<file path="src/pivm_pkg.sv">
// constants, field layouts and reset values of the interrupt vector/mask block
// Functional notes
// bit 5 low source: calibration request pending
// bit 4 low source: lifespan counter pending
// bit 3 low source: measurement done pending
// bits 2..0 receive/transmit/error; 7:6 zero
// vector bits 4:0 hold highest pending code
// vector 0x00 when nothing pending
// undervoltage 0x01 highest, overheat 0x02, line 0x03
// timer 0x04..0x08, serial 0x09..0x0B, descending
// measurement 0x0C, lifespan 0x0D, calibration 0x0E lowest
// high disable register 0x0C, 1 disables
// low disable register 0x0D, 7:6 zero
// windows at 0x0E00 blocking, 0x0F00 non-blocking
// high source register at 0x08
// measurement done from current or voltage
// one request line from unmasked pending sources
// source flags mirror inputs; writes ignored
package pivm_pkg;

	// ==========================================
	// global address windows
	localparam logic [7:0]  PIVM_WIN_BLOCKING    = 8'h0E;   // upper address byte, blocking window
	localparam logic [7:0]  PIVM_WIN_NONBLOCKING = 8'h0F;   // upper address byte, non-blocking window

	// ==========================================
	// register offsets inside a window
	localparam logic [7:0]  PIVM_OFS_SRC_HI  = 8'h08;       // pending_source_high
	localparam logic [7:0]  PIVM_OFS_SRC_LO  = 8'h09;       // pending_source_low
	localparam logic [7:0]  PIVM_OFS_VECT    = 8'h0A;       // active_vector
	localparam logic [7:0]  PIVM_OFS_RSVD    = 8'h0B;       // reserved, reads zero
	localparam logic [7:0]  PIVM_OFS_DIS_HI  = 8'h0C;       // source_disable_high
	localparam logic [7:0]  PIVM_OFS_DIS_LO  = 8'h0D;       // source_disable_low

	// ==========================================
	// widths and reset values
	localparam int          PIVM_NUM_SRC     = 14;          // number of interrupt sources
	localparam int          PIVM_LO_BITS     = 6;           // implemented bits of the low registers
	localparam int          PIVM_VECT_BITS   = 5;           // vector code width
	localparam logic [7:0]  PIVM_DIS_HI_RST  = 8'h00;       // all high sources enabled
	localparam logic [7:0]  PIVM_DIS_LO_RST  = 8'h00;       // all low sources enabled
	localparam logic [7:0]  PIVM_RDATA_RST   = 8'h00;       // read data after reset
	localparam logic [4:0]  PIVM_VECT_NONE   = 5'h00;       // no source pending / stop wake-up

	// ==========================================
	// bit positions in the combined 14-bit source vector; index + 1 is the code
	localparam int          PIVM_B_UNDERVOLT = 0;           // code 0x01, highest priority
	localparam int          PIVM_B_OVERHEAT  = 1;           // code 0x02
	localparam int          PIVM_B_LINEDRV   = 2;           // code 0x03
	localparam int          PIVM_B_CHAN0     = 3;           // code 0x04
	localparam int          PIVM_B_CHAN1     = 4;           // code 0x05
	localparam int          PIVM_B_CHAN2     = 5;           // code 0x06
	localparam int          PIVM_B_CHAN3     = 6;           // code 0x07
	localparam int          PIVM_B_TWRAP     = 7;           // code 0x08
	localparam int          PIVM_B_SFAULT    = 8;           // code 0x09
	localparam int          PIVM_B_STX       = 9;           // code 0x0A
	localparam int          PIVM_B_SRX       = 10;          // code 0x0B
	localparam int          PIVM_B_MEAS      = 11;          // code 0x0C
	localparam int          PIVM_B_LIFE      = 12;          // code 0x0D
	localparam int          PIVM_B_RECAL     = 13;          // code 0x0E, lowest priority

	// ==========================================
	// access kinds seen by the decoder
	typedef enum logic [1:0] {
		PIVM_ACC_NONE,
		PIVM_ACC_BLOCKING,
		PIVM_ACC_NONBLOCKING
	} pivm_acc_t;

endpackage : pivm_pkg

</file>
<file path="src/pivm_prio_enc.sv">
// fixed-priority encoder: lowest set index wins, code is index plus one
`timescale 1ns/10ps
module pivm_prio_enc #(
	parameter int NUM_SRC   = 14,                           // number of request lines
	parameter int CODE_BITS = 5                             // width of the code
) (
	input  wire logic [NUM_SRC-1:0]   req_i,                // enabled pending requests
	output logic      [CODE_BITS-1:0] code_o,               // winning code, zero when idle
	output logic                      any_o                 // at least one request
);
	import pivm_pkg::*;

	// ==========================================
	// ripple chain from the lowest priority end toward index 0
	logic [CODE_BITS-1:0] chain [NUM_SRC:0];                // partial result per stage

	assign chain[NUM_SRC] = CODE_BITS'(PIVM_VECT_NONE);     // nothing pending gives zero

	// each stage overrides everything behind it, so index 0 is strongest;
	// counting up keeps the genvar non-negative, stage order does not matter
	genvar g;
	generate
		for (g = 0; g < NUM_SRC; g++) begin : g_stage
			localparam logic [CODE_BITS-1:0] CODE = CODE_BITS'(g + 1);   // code of this source
			assign chain[g] = req_i[g] ? CODE : chain[g+1];  // see R05 see R07 see R08
		end
	endgenerate

	assign code_o = chain[0];
	assign any_o  = |req_i;                                  // single request line

endmodule : pivm_prio_enc

</file>
<file path="src/pivm_addr_dec.sv">
// address window decoder for the blocking and non-blocking register windows
`timescale 1ns/10ps
module pivm_addr_dec (
	input  wire logic [15:0]          addr_i,               // global address from the core
	output pivm_pkg::pivm_acc_t       kind_o,               // which window matched
	output logic      [7:0]           offset_o              // offset inside the window
);
	import pivm_pkg::*;

	// ==========================================
	// upper byte selects window, lower byte is the register offset
	always_comb begin
		offset_o = addr_i[7:0];
		if (addr_i[15:8] == PIVM_WIN_BLOCKING) begin
			kind_o = PIVM_ACC_BLOCKING;
		end else if (addr_i[15:8] == PIVM_WIN_NONBLOCKING) begin
			kind_o = PIVM_ACC_NONBLOCKING;
		end else begin
			kind_o = PIVM_ACC_NONE;
		end
	end

endmodule : pivm_addr_dec

</file>
<file path="src/pivm_top.sv">
// interrupt source collection, masking and priority vector with register window
`timescale 1ns/10ps
module pivm_top (
	// ==========================================
	// clock, reset, enable
	input  wire logic        clock_i,                       // 40 MHz system clock
	input  wire logic        sys_rst_i,                     // synchronous, active high
	input  wire logic        clk_en_i,                      // low freezes all state

	// ==========================================
	// source requests, levels held by the source modules
	input  wire logic        undervoltage_event_i,          // undervoltage or cranking wake
	input  wire logic        overheat_event_i,              // high temperature
	input  wire logic        line_driver_fault_event_i,     // driver overtemp or dominant timeout
	input  wire logic        timer_chan0_event_i,           // timer channel 0
	input  wire logic        timer_chan1_event_i,           // timer channel 1
	input  wire logic        timer_chan2_event_i,           // timer channel 2
	input  wire logic        timer_chan3_event_i,           // timer channel 3
	input  wire logic        timer_wrap_event_i,            // timer overflow
	input  wire logic        serial_fault_event_i,          // serial error
	input  wire logic        serial_transmit_event_i,       // serial transmit
	input  wire logic        serial_receive_event_i,        // serial receive
	input  wire logic        current_meas_done_i,           // current measurement finished
	input  wire logic        voltage_meas_done_i,           // voltage measurement finished
	input  wire logic        lifespan_counter_event_i,      // lifespan counter overflow
	input  wire logic        recalibration_event_i,         // calibration request

	// ==========================================
	// register access from the core
	input  wire logic [15:0] reg_addr_i,                    // global address
	input  wire logic        reg_rd_i,                      // read strobe, one cycle
	input  wire logic        reg_wr_i,                      // write strobe, one cycle
	input  wire logic [7:0]  reg_wdata_i,                   // write data
	output logic      [7:0]  reg_rdata_o,                   // read data, registered
	output logic             reg_rvalid_o,                  // read data valid pulse
	output logic             reg_hit_o,                     // last read, or a later write, hit a window
	output logic             reg_nonblocking_o,             // last read, or a later hitting write, used the non-blocking window

	// ==========================================
	// towards the core
	output logic             irq_o,                         // any enabled source pending
	output logic      [4:0]  vector_o                       // current vector code
);
	import pivm_pkg::*;

	// ==========================================
	// all state of the block in one record
	typedef struct packed {
		logic [7:0]                 pend_hi;                // high source mirror
		logic [PIVM_LO_BITS-1:0]    pend_lo;                // low source mirror
		logic [7:0]                 dis_hi;                 // high disable bits
		logic [PIVM_LO_BITS-1:0]    dis_lo;                 // low disable bits
		logic [PIVM_VECT_BITS-1:0]  vect;                   // registered vector code
		logic                       irq;                    // registered request line
		logic [7:0]                 rdata;                  // read data holding register
		logic                       rvalid;                 // read answer pulse
		logic                       hit;                    // last read or hitting write decoded
		logic                       nonblk;                 // window kind of the last read or hitting write
	} pivm_state_t;

	pivm_state_t state_ff;                                   // registered state
	pivm_state_t nxt_state;                                  // next state

	// ==========================================
	// combined source vector, bit index + 1 equals the vector code
	logic [PIVM_NUM_SRC-1:0]    raw_src;                    // live source levels
	logic [PIVM_NUM_SRC-1:0]    pend_all;                   // registered pending flags
	logic [PIVM_NUM_SRC-1:0]    dis_all;                    // registered disable bits
	logic [PIVM_NUM_SRC-1:0]    enabled_pend;               // pending and not disabled
	logic [PIVM_VECT_BITS-1:0]  enc_code;                   // encoder result
	logic                       enc_any;                    // encoder any-request
	pivm_acc_t                  acc_kind;                   // decoded window
	logic [7:0]                 acc_offset;                 // decoded offset
	logic                       acc_hit;                    // address falls in a window

	// ==========================================
	// source gathering
	// measurement done is one flag for both kinds of measurement
	always_comb begin
		raw_src                   = '0;
		raw_src[PIVM_B_UNDERVOLT] = undervoltage_event_i;
		raw_src[PIVM_B_OVERHEAT]  = overheat_event_i;
		raw_src[PIVM_B_LINEDRV]   = line_driver_fault_event_i;
		raw_src[PIVM_B_CHAN0]     = timer_chan0_event_i;
		raw_src[PIVM_B_CHAN1]     = timer_chan1_event_i;
		raw_src[PIVM_B_CHAN2]     = timer_chan2_event_i;
		raw_src[PIVM_B_CHAN3]     = timer_chan3_event_i;
		raw_src[PIVM_B_TWRAP]     = timer_wrap_event_i;
		raw_src[PIVM_B_SFAULT]    = serial_fault_event_i;
		raw_src[PIVM_B_STX]       = serial_transmit_event_i;
		raw_src[PIVM_B_SRX]       = serial_receive_event_i;
		raw_src[PIVM_B_MEAS]      = current_meas_done_i | voltage_meas_done_i;
		raw_src[PIVM_B_LIFE]      = lifespan_counter_event_i;
		raw_src[PIVM_B_RECAL]     = recalibration_event_i;
	end

	// ==========================================
	// masking of the registered flags
	// the high register fills bits 7..0, the low register bits 13..8
	assign pend_all     = {state_ff.pend_lo, state_ff.pend_hi};
	assign dis_all      = {state_ff.dis_lo, state_ff.dis_hi};
	assign enabled_pend = pend_all & ~dis_all;               // 1 disables a source

	// ==========================================
	// priority encoder: lowest index is highest priority
	pivm_prio_enc #(
		.NUM_SRC   (PIVM_NUM_SRC),
		.CODE_BITS (PIVM_VECT_BITS)
	) u_prio (
		.req_i     (enabled_pend),
		.code_o    (enc_code),
		.any_o     (enc_any)
	);

	// ==========================================
	// window decode of the core address
	pivm_addr_dec u_dec (
		.addr_i    (reg_addr_i),
		.kind_o    (acc_kind),
		.offset_o  (acc_offset)
	);

	assign acc_hit = (acc_kind != PIVM_ACC_NONE);            // either window

	// ==========================================
	// next-state logic
	// the vector and request lag the flags by one cycle, which keeps
	// every output on a flip-flop at the cost of one cycle of latency
	always_comb begin
		nxt_state        = state_ff;
		nxt_state.rvalid = 1'b0;                             // answer is a single pulse

		// flags simply follow the sources; only a source withdrawing or sys_rst_i clears them
		nxt_state.pend_hi = raw_src[7:0];                    // see R13
		nxt_state.pend_lo = raw_src[PIVM_NUM_SRC-1:8];       // see R01 see R02 see R03 see R04

		// vector and request derived from the current enabled flags
		nxt_state.vect = enc_code;                           // see R05
		nxt_state.irq  = enc_any;

		// writes: only the two disable registers take data
		if (reg_wr_i && acc_hit) begin
			nxt_state.hit    = 1'b1;
			nxt_state.nonblk = (acc_kind == PIVM_ACC_NONBLOCKING);
			case (acc_offset)
				PIVM_OFS_DIS_HI: begin
					nxt_state.dis_hi = reg_wdata_i;
				end
				PIVM_OFS_DIS_LO: begin
					nxt_state.dis_lo = reg_wdata_i[PIVM_LO_BITS-1:0];
				end
				default: begin
					// source, vector and reserved bytes ignore writes
				end
			endcase
		end

		// reads: registered data, answered one cycle after the strobe
		if (reg_rd_i) begin
			nxt_state.rvalid = 1'b1;
			nxt_state.hit    = acc_hit;
			nxt_state.nonblk = (acc_kind == PIVM_ACC_NONBLOCKING);
			nxt_state.rdata  = PIVM_RDATA_RST;               // unmapped reads return zero
			if (acc_hit) begin
				case (acc_offset)
					PIVM_OFS_SRC_HI: begin
						nxt_state.rdata = state_ff.pend_hi;
					end
					PIVM_OFS_SRC_LO: begin
						nxt_state.rdata = {2'b00, state_ff.pend_lo};   // see R01 see R02 see R03
					end
					PIVM_OFS_VECT: begin
						nxt_state.rdata = {3'b000, state_ff.vect};
					end
					PIVM_OFS_RSVD: begin
						nxt_state.rdata = PIVM_RDATA_RST;        // reserved byte
					end
					PIVM_OFS_DIS_HI: begin
						nxt_state.rdata = state_ff.dis_hi;
					end
					PIVM_OFS_DIS_LO: begin
						nxt_state.rdata = {2'b00, state_ff.dis_lo};
					end
					default: begin
						nxt_state.rdata = PIVM_RDATA_RST;
					end
				endcase
			end
		end
	end

	// ==========================================
	// state register with synchronous reset and clock enable
	always_ff @(posedge clock_i) begin
		if (sys_rst_i) begin
			state_ff.pend_hi <= '0;
			state_ff.pend_lo <= '0;
			state_ff.dis_hi  <= PIVM_DIS_HI_RST;
			state_ff.dis_lo  <= PIVM_DIS_LO_RST[PIVM_LO_BITS-1:0];
			state_ff.vect    <= PIVM_VECT_NONE;
			state_ff.irq     <= 1'b0;
			state_ff.rdata   <= PIVM_RDATA_RST;
			state_ff.rvalid  <= 1'b0;
			state_ff.hit     <= 1'b0;
			state_ff.nonblk  <= 1'b0;
		end else if (clk_en_i) begin
			state_ff <= nxt_state;
		end
	end

	// ==========================================
	// outputs straight from the state record
	assign reg_rdata_o       = state_ff.rdata;
	assign reg_rvalid_o      = state_ff.rvalid;
	assign reg_hit_o         = state_ff.hit;
	assign reg_nonblocking_o = state_ff.nonblk;
	assign irq_o             = state_ff.irq;
	assign vector_o          = state_ff.vect;

endmodule : pivm_top

</file>
<file path="config.mk">
export PLATFORM = sky130hd
export DESIGN_NAME = pivm_top
export DESIGN_NICKNAME = d
export VERILOG_FILES = /design/src/pivm_pkg.sv /design/src/pivm_prio_enc.sv /design/src/pivm_addr_dec.sv /design/src/pivm_top.sv
export SDC_FILE = /design/constraint.sdc
export NUM_CORES = 1
export LEC_CHECK = 0
export ABC_AREA = 1
export BUFFER_PORTS_ARGS = -buffer_cell sky130_fd_sc_hd__buf_2
export CORE_MARGIN = 8
export CORE_UTILIZATION = 45
export CTS_CLUSTER_DIAMETER = 60
export DETAILED_ROUTE_END_ITERATION = 7
export HOLD_SLACK_MARGIN = 0.06
export PLACE_DENSITY = 0.71
export SKIP_LAST_GASP = 1
export SYNTH_ARGS = -nofsm -noshare
export SYNTH_HDL_FRONTEND = slang
export SYNTH_SLANG_ARGS = --single-unit
export TNS_END_PERCENT = 30
</file>
<file path="constraint.sdc">
create_clock -name clock_i -period 2 [get_ports clock_i]
set_input_delay 0.3 -clock clock_i [delete_from_list [all_inputs] [get_ports clock_i]]
set_output_delay 0.3 -clock clock_i [all_outputs]
set_load 0.03 [all_outputs]
</file>
==> results.sh <==
export IMPL_status="complete, no violations"
export IMPL_cts_clk_slew_worst_paths_ns=0.08
export IMPL_floorplan_initialDensity_pct=45.6
export IMPL_drtIter0Drc=146
export IMPL_fmaxAchievable_mhz=715
export IMPL_tritoncts_num_buffers=5
export IMPL_grt_antenna_before_repair=0
export IMPL_tns_ns=0
export IMPL_yosys_cell_types_count=25
export IMPL_detail_route_first_pass_iterations=4
export IMPL_grt_pass1_vias=2115
export IMPL_timing_max_cap_violations=0
export IMPL_place_gp_congestion=0.928
export IMPL_tritoncts_num_sinks=44
export IMPL_die_w_um=84.5
export IMPL_via_per_inst=5.03
export IMPL_post_place_ws_ns=0.270
export IMPL_hold_slack_ns=0.224
export IMPL_overflow=0
export IMPL_tritoncts="done"
export IMPL_setup_repair_after_global_routing_missed_its_margin="false"
export IMPL_critical_path_cell_chain="buf_2, nor2_1, nand4_1, inv_1, nand3_1, nand3b_1, o21ai_0, a21oi_1"
export IMPL_fp_row_count=25
export IMPL_timing_worst_slew_pin_value_ns=0.633
export IMPL_final_net_count=417
export IMPL_ioPinCount=61
export IMPL_layout_common_cells="nand2_1 (70), buf_2 (59), dfxtp_1 (44)"
export IMPL_filler_cell_count=495
export IMPL_synth_warning_count=0
export IMPL_port_buffers=59
export IMPL_die_area_um2=7150
export IMPL_cts_setup_buffers=0
export IMPL_power_per_cell_area_nw_per_um2=666
export IMPL_post_synth_instance_area_um2=2110
export IMPL_finalHoldViolCount=0
export IMPL_grt_use_total_pct=16.0
export IMPL_cts_htree_levels=2
export IMPL_grt_first_pass_wirelength_um=9400
export IMPL_flow_area_growth_from_synthesis_pct=19.4
export IMPL_post_cts_resize_count=0
export IMPL_worst_ir_drop_vdd_mv=0.408
export IMPL_crit_buf_inv=2
export IMPL_p_leak_uw=0.00115
export IMPL_worst_slack_ns=0.602
export IMPL_route_vias_total=2149
export IMPL_worstPathRequired_ns=2.17
export IMPL_die_height_um=84.5
export IMPL_synth_yosys_seq_area_share_pct=41.7
export IMPL_dpl_cell_area_um2=2440
export IMPL_crit_path_max_incr_delay_ns=0.39
export IMPL_fin_total_pwr_uw=1680
export IMPL_syn_mean_instance_area_um2=6.71
export IMPL_wire_per_inst_um=13.0
export IMPL_synth_top_area_cell="dfxtp_1"
export IMPL_cp_top_family="simple AND/OR/NAND/NOR gates"
export IMPL_cts_hold_buf=0
export IMPL_commonest_non_fill_non_tap_cell_in_the_layout="nand2_1"
export IMPL_pin_count_of_the_biggest_net_entering_global_routing=30
export IMPL_critical_path_slowest_cell="nand3b_1"
export IMPL_detail_route_antenna_nets=0
export IMPL_finish_stage_setup_viols=0
export IMPL_ys_seq_elements=44
export IMPL_drc=0
export IMPL_final_min_clock_period_ns=1.40
export IMPL_worstPathMaxFanout=11
export IMPL_cts_path_max_buffers=2
export IMPL_layout_cell_area_non_filler_um2=2520
export IMPL_cts_root_buffer_cell="clkbuf_8"
export IMPL_latest_clock_arrival_within_the_worst_skew_pair_ns=0.29
export IMPL_relSlewSlack_pct=57.8
export IMPL_total_core_area_um2=4630
export IMPL_cp_end_kind="flop"
export IMPL_post_synth_main_area_contributors="dfxtp_1 (42%), nand2_1 (12%), o21ai_0 (9.0%)"
export IMPL_mappedNetlistNets=359
export IMPL_place_hpwl_um=4330
export IMPL_worst_ep_arrival_time_ns=1.57
export IMPL_cp_start_kind="input port"
export IMPL_final_max_slew_violation_count=0
export IMPL_class_of_the_most_critical_setup_path="input port to flop"
export IMPL_layout_drive_gt1_share_pct=21.2
export IMPL_detailed_route_wl_um=5570
export IMPL_min_delay_path_class="input port to flop"
export IMPL_synth_largest_type_area_fraction_pct=41.7
export IMPL_post_route_period_util_pct=69.9
export IMPL_clock_skew_ns=0.00730
export IMPL_n_antenna_cell=0
export IMPL_synthesis_instances=315
## cell families (layout without fill, tap and decap cells)
group,Yosys count,in the layout,share of synthesized area [%]
simple gates,144,144,29.4
compound gates,75,75,18.9
buf+inv,51,109,9.83
flops,44,44,41.7
other cells,1,1,0.177
## power by group
part           switching (uW)  total (uW)  internal [uW]
logic                     146         231           85.6
registers                20.4         926            905
clock network             285         523            238
## sequential cells by signal (all words and copies together), names as in the netlist
name               cells
dis_all               14
reg_rdata_o            8
pend_all              14
reg_rvalid_o           1
irq_o                  1
vector_o               4
reg_hit_o              1
reg_nonblocking_o      1
## synthesized netlist by cell type
cell,count
inv_1,37
buf_6,1
nand2_2,1
o21ai_0,38
nand3b_1,2
nand4_1,7
nor2_2,1
nor2_4,2
nor2_1,37
buf_2,1
clkbuf_1,8
nor4_1,1
conb_1,1
o21ai_1,3
nand2_1,70
inv_2,2
o21ai_2,1
a31o_2,1
dfxtp_1,44
a31oi_4,1
nand3_1,18
a21oi_1,31
buf_4,2
nor3_1,4
nor3_2,1
## layout make-up
type	count	area, um2	share of cell area, %
Sequential cell	44	881	34.9
Inverter	39	146	5.80
Timing Repair Buffer	63	325	12.9
Clock inverter	1	5.00	0.198
Multi-Input combinational cell	220	1020	40.6
Tap cell	54	67.6	2.68
Clock buffer	6	72.6	2.88
## path summary, 6_finish.rpt
check                             from              to  slack, ns  depth (start not counted)
hold reg to reg         reg_rdata_o[3]  reg_rdata_o[3]       0.47                          2
hold / removal    undervoltage_event_i     pend_all[0]       0.22                          3
setup reg to reg          pend_all[12]     vector_o[0]       0.74                         14
setup / recovery        reg_addr_i[13]     dis_all[11]       0.60                          8
## layer usage
| metal | GRT usage (%) | up-vias | part of all wire [%] |
|---|---|---|---|
| met3 | 6.15 | 8 | 8.3 |
| met1 | 18.3 | 954 | 43 |
| met4 | 4.53 | 0 | 1.5 |
| met2 | 26.9 | 60 | 47 |
| met5 | 0 | - | 0 |
| li1 | - | 1127 | - |
## worst reg2reg max path, delay by kind of cell (launching register included)
kind	cells	cell delay, ns
compound gates	1	0.12
flops	1	0.31
buf+inv	1	0.06
simple gates	12	0.70
## per-stage QoR
stage                     cells  util, %
after CTS                   427     54.5
after floorplan             315        -
final                       427     54.5
after detailed placement    420     52.8
after global placement      420     52.8
after global routing        427     54.5
(Power assumes the default switching activity.)
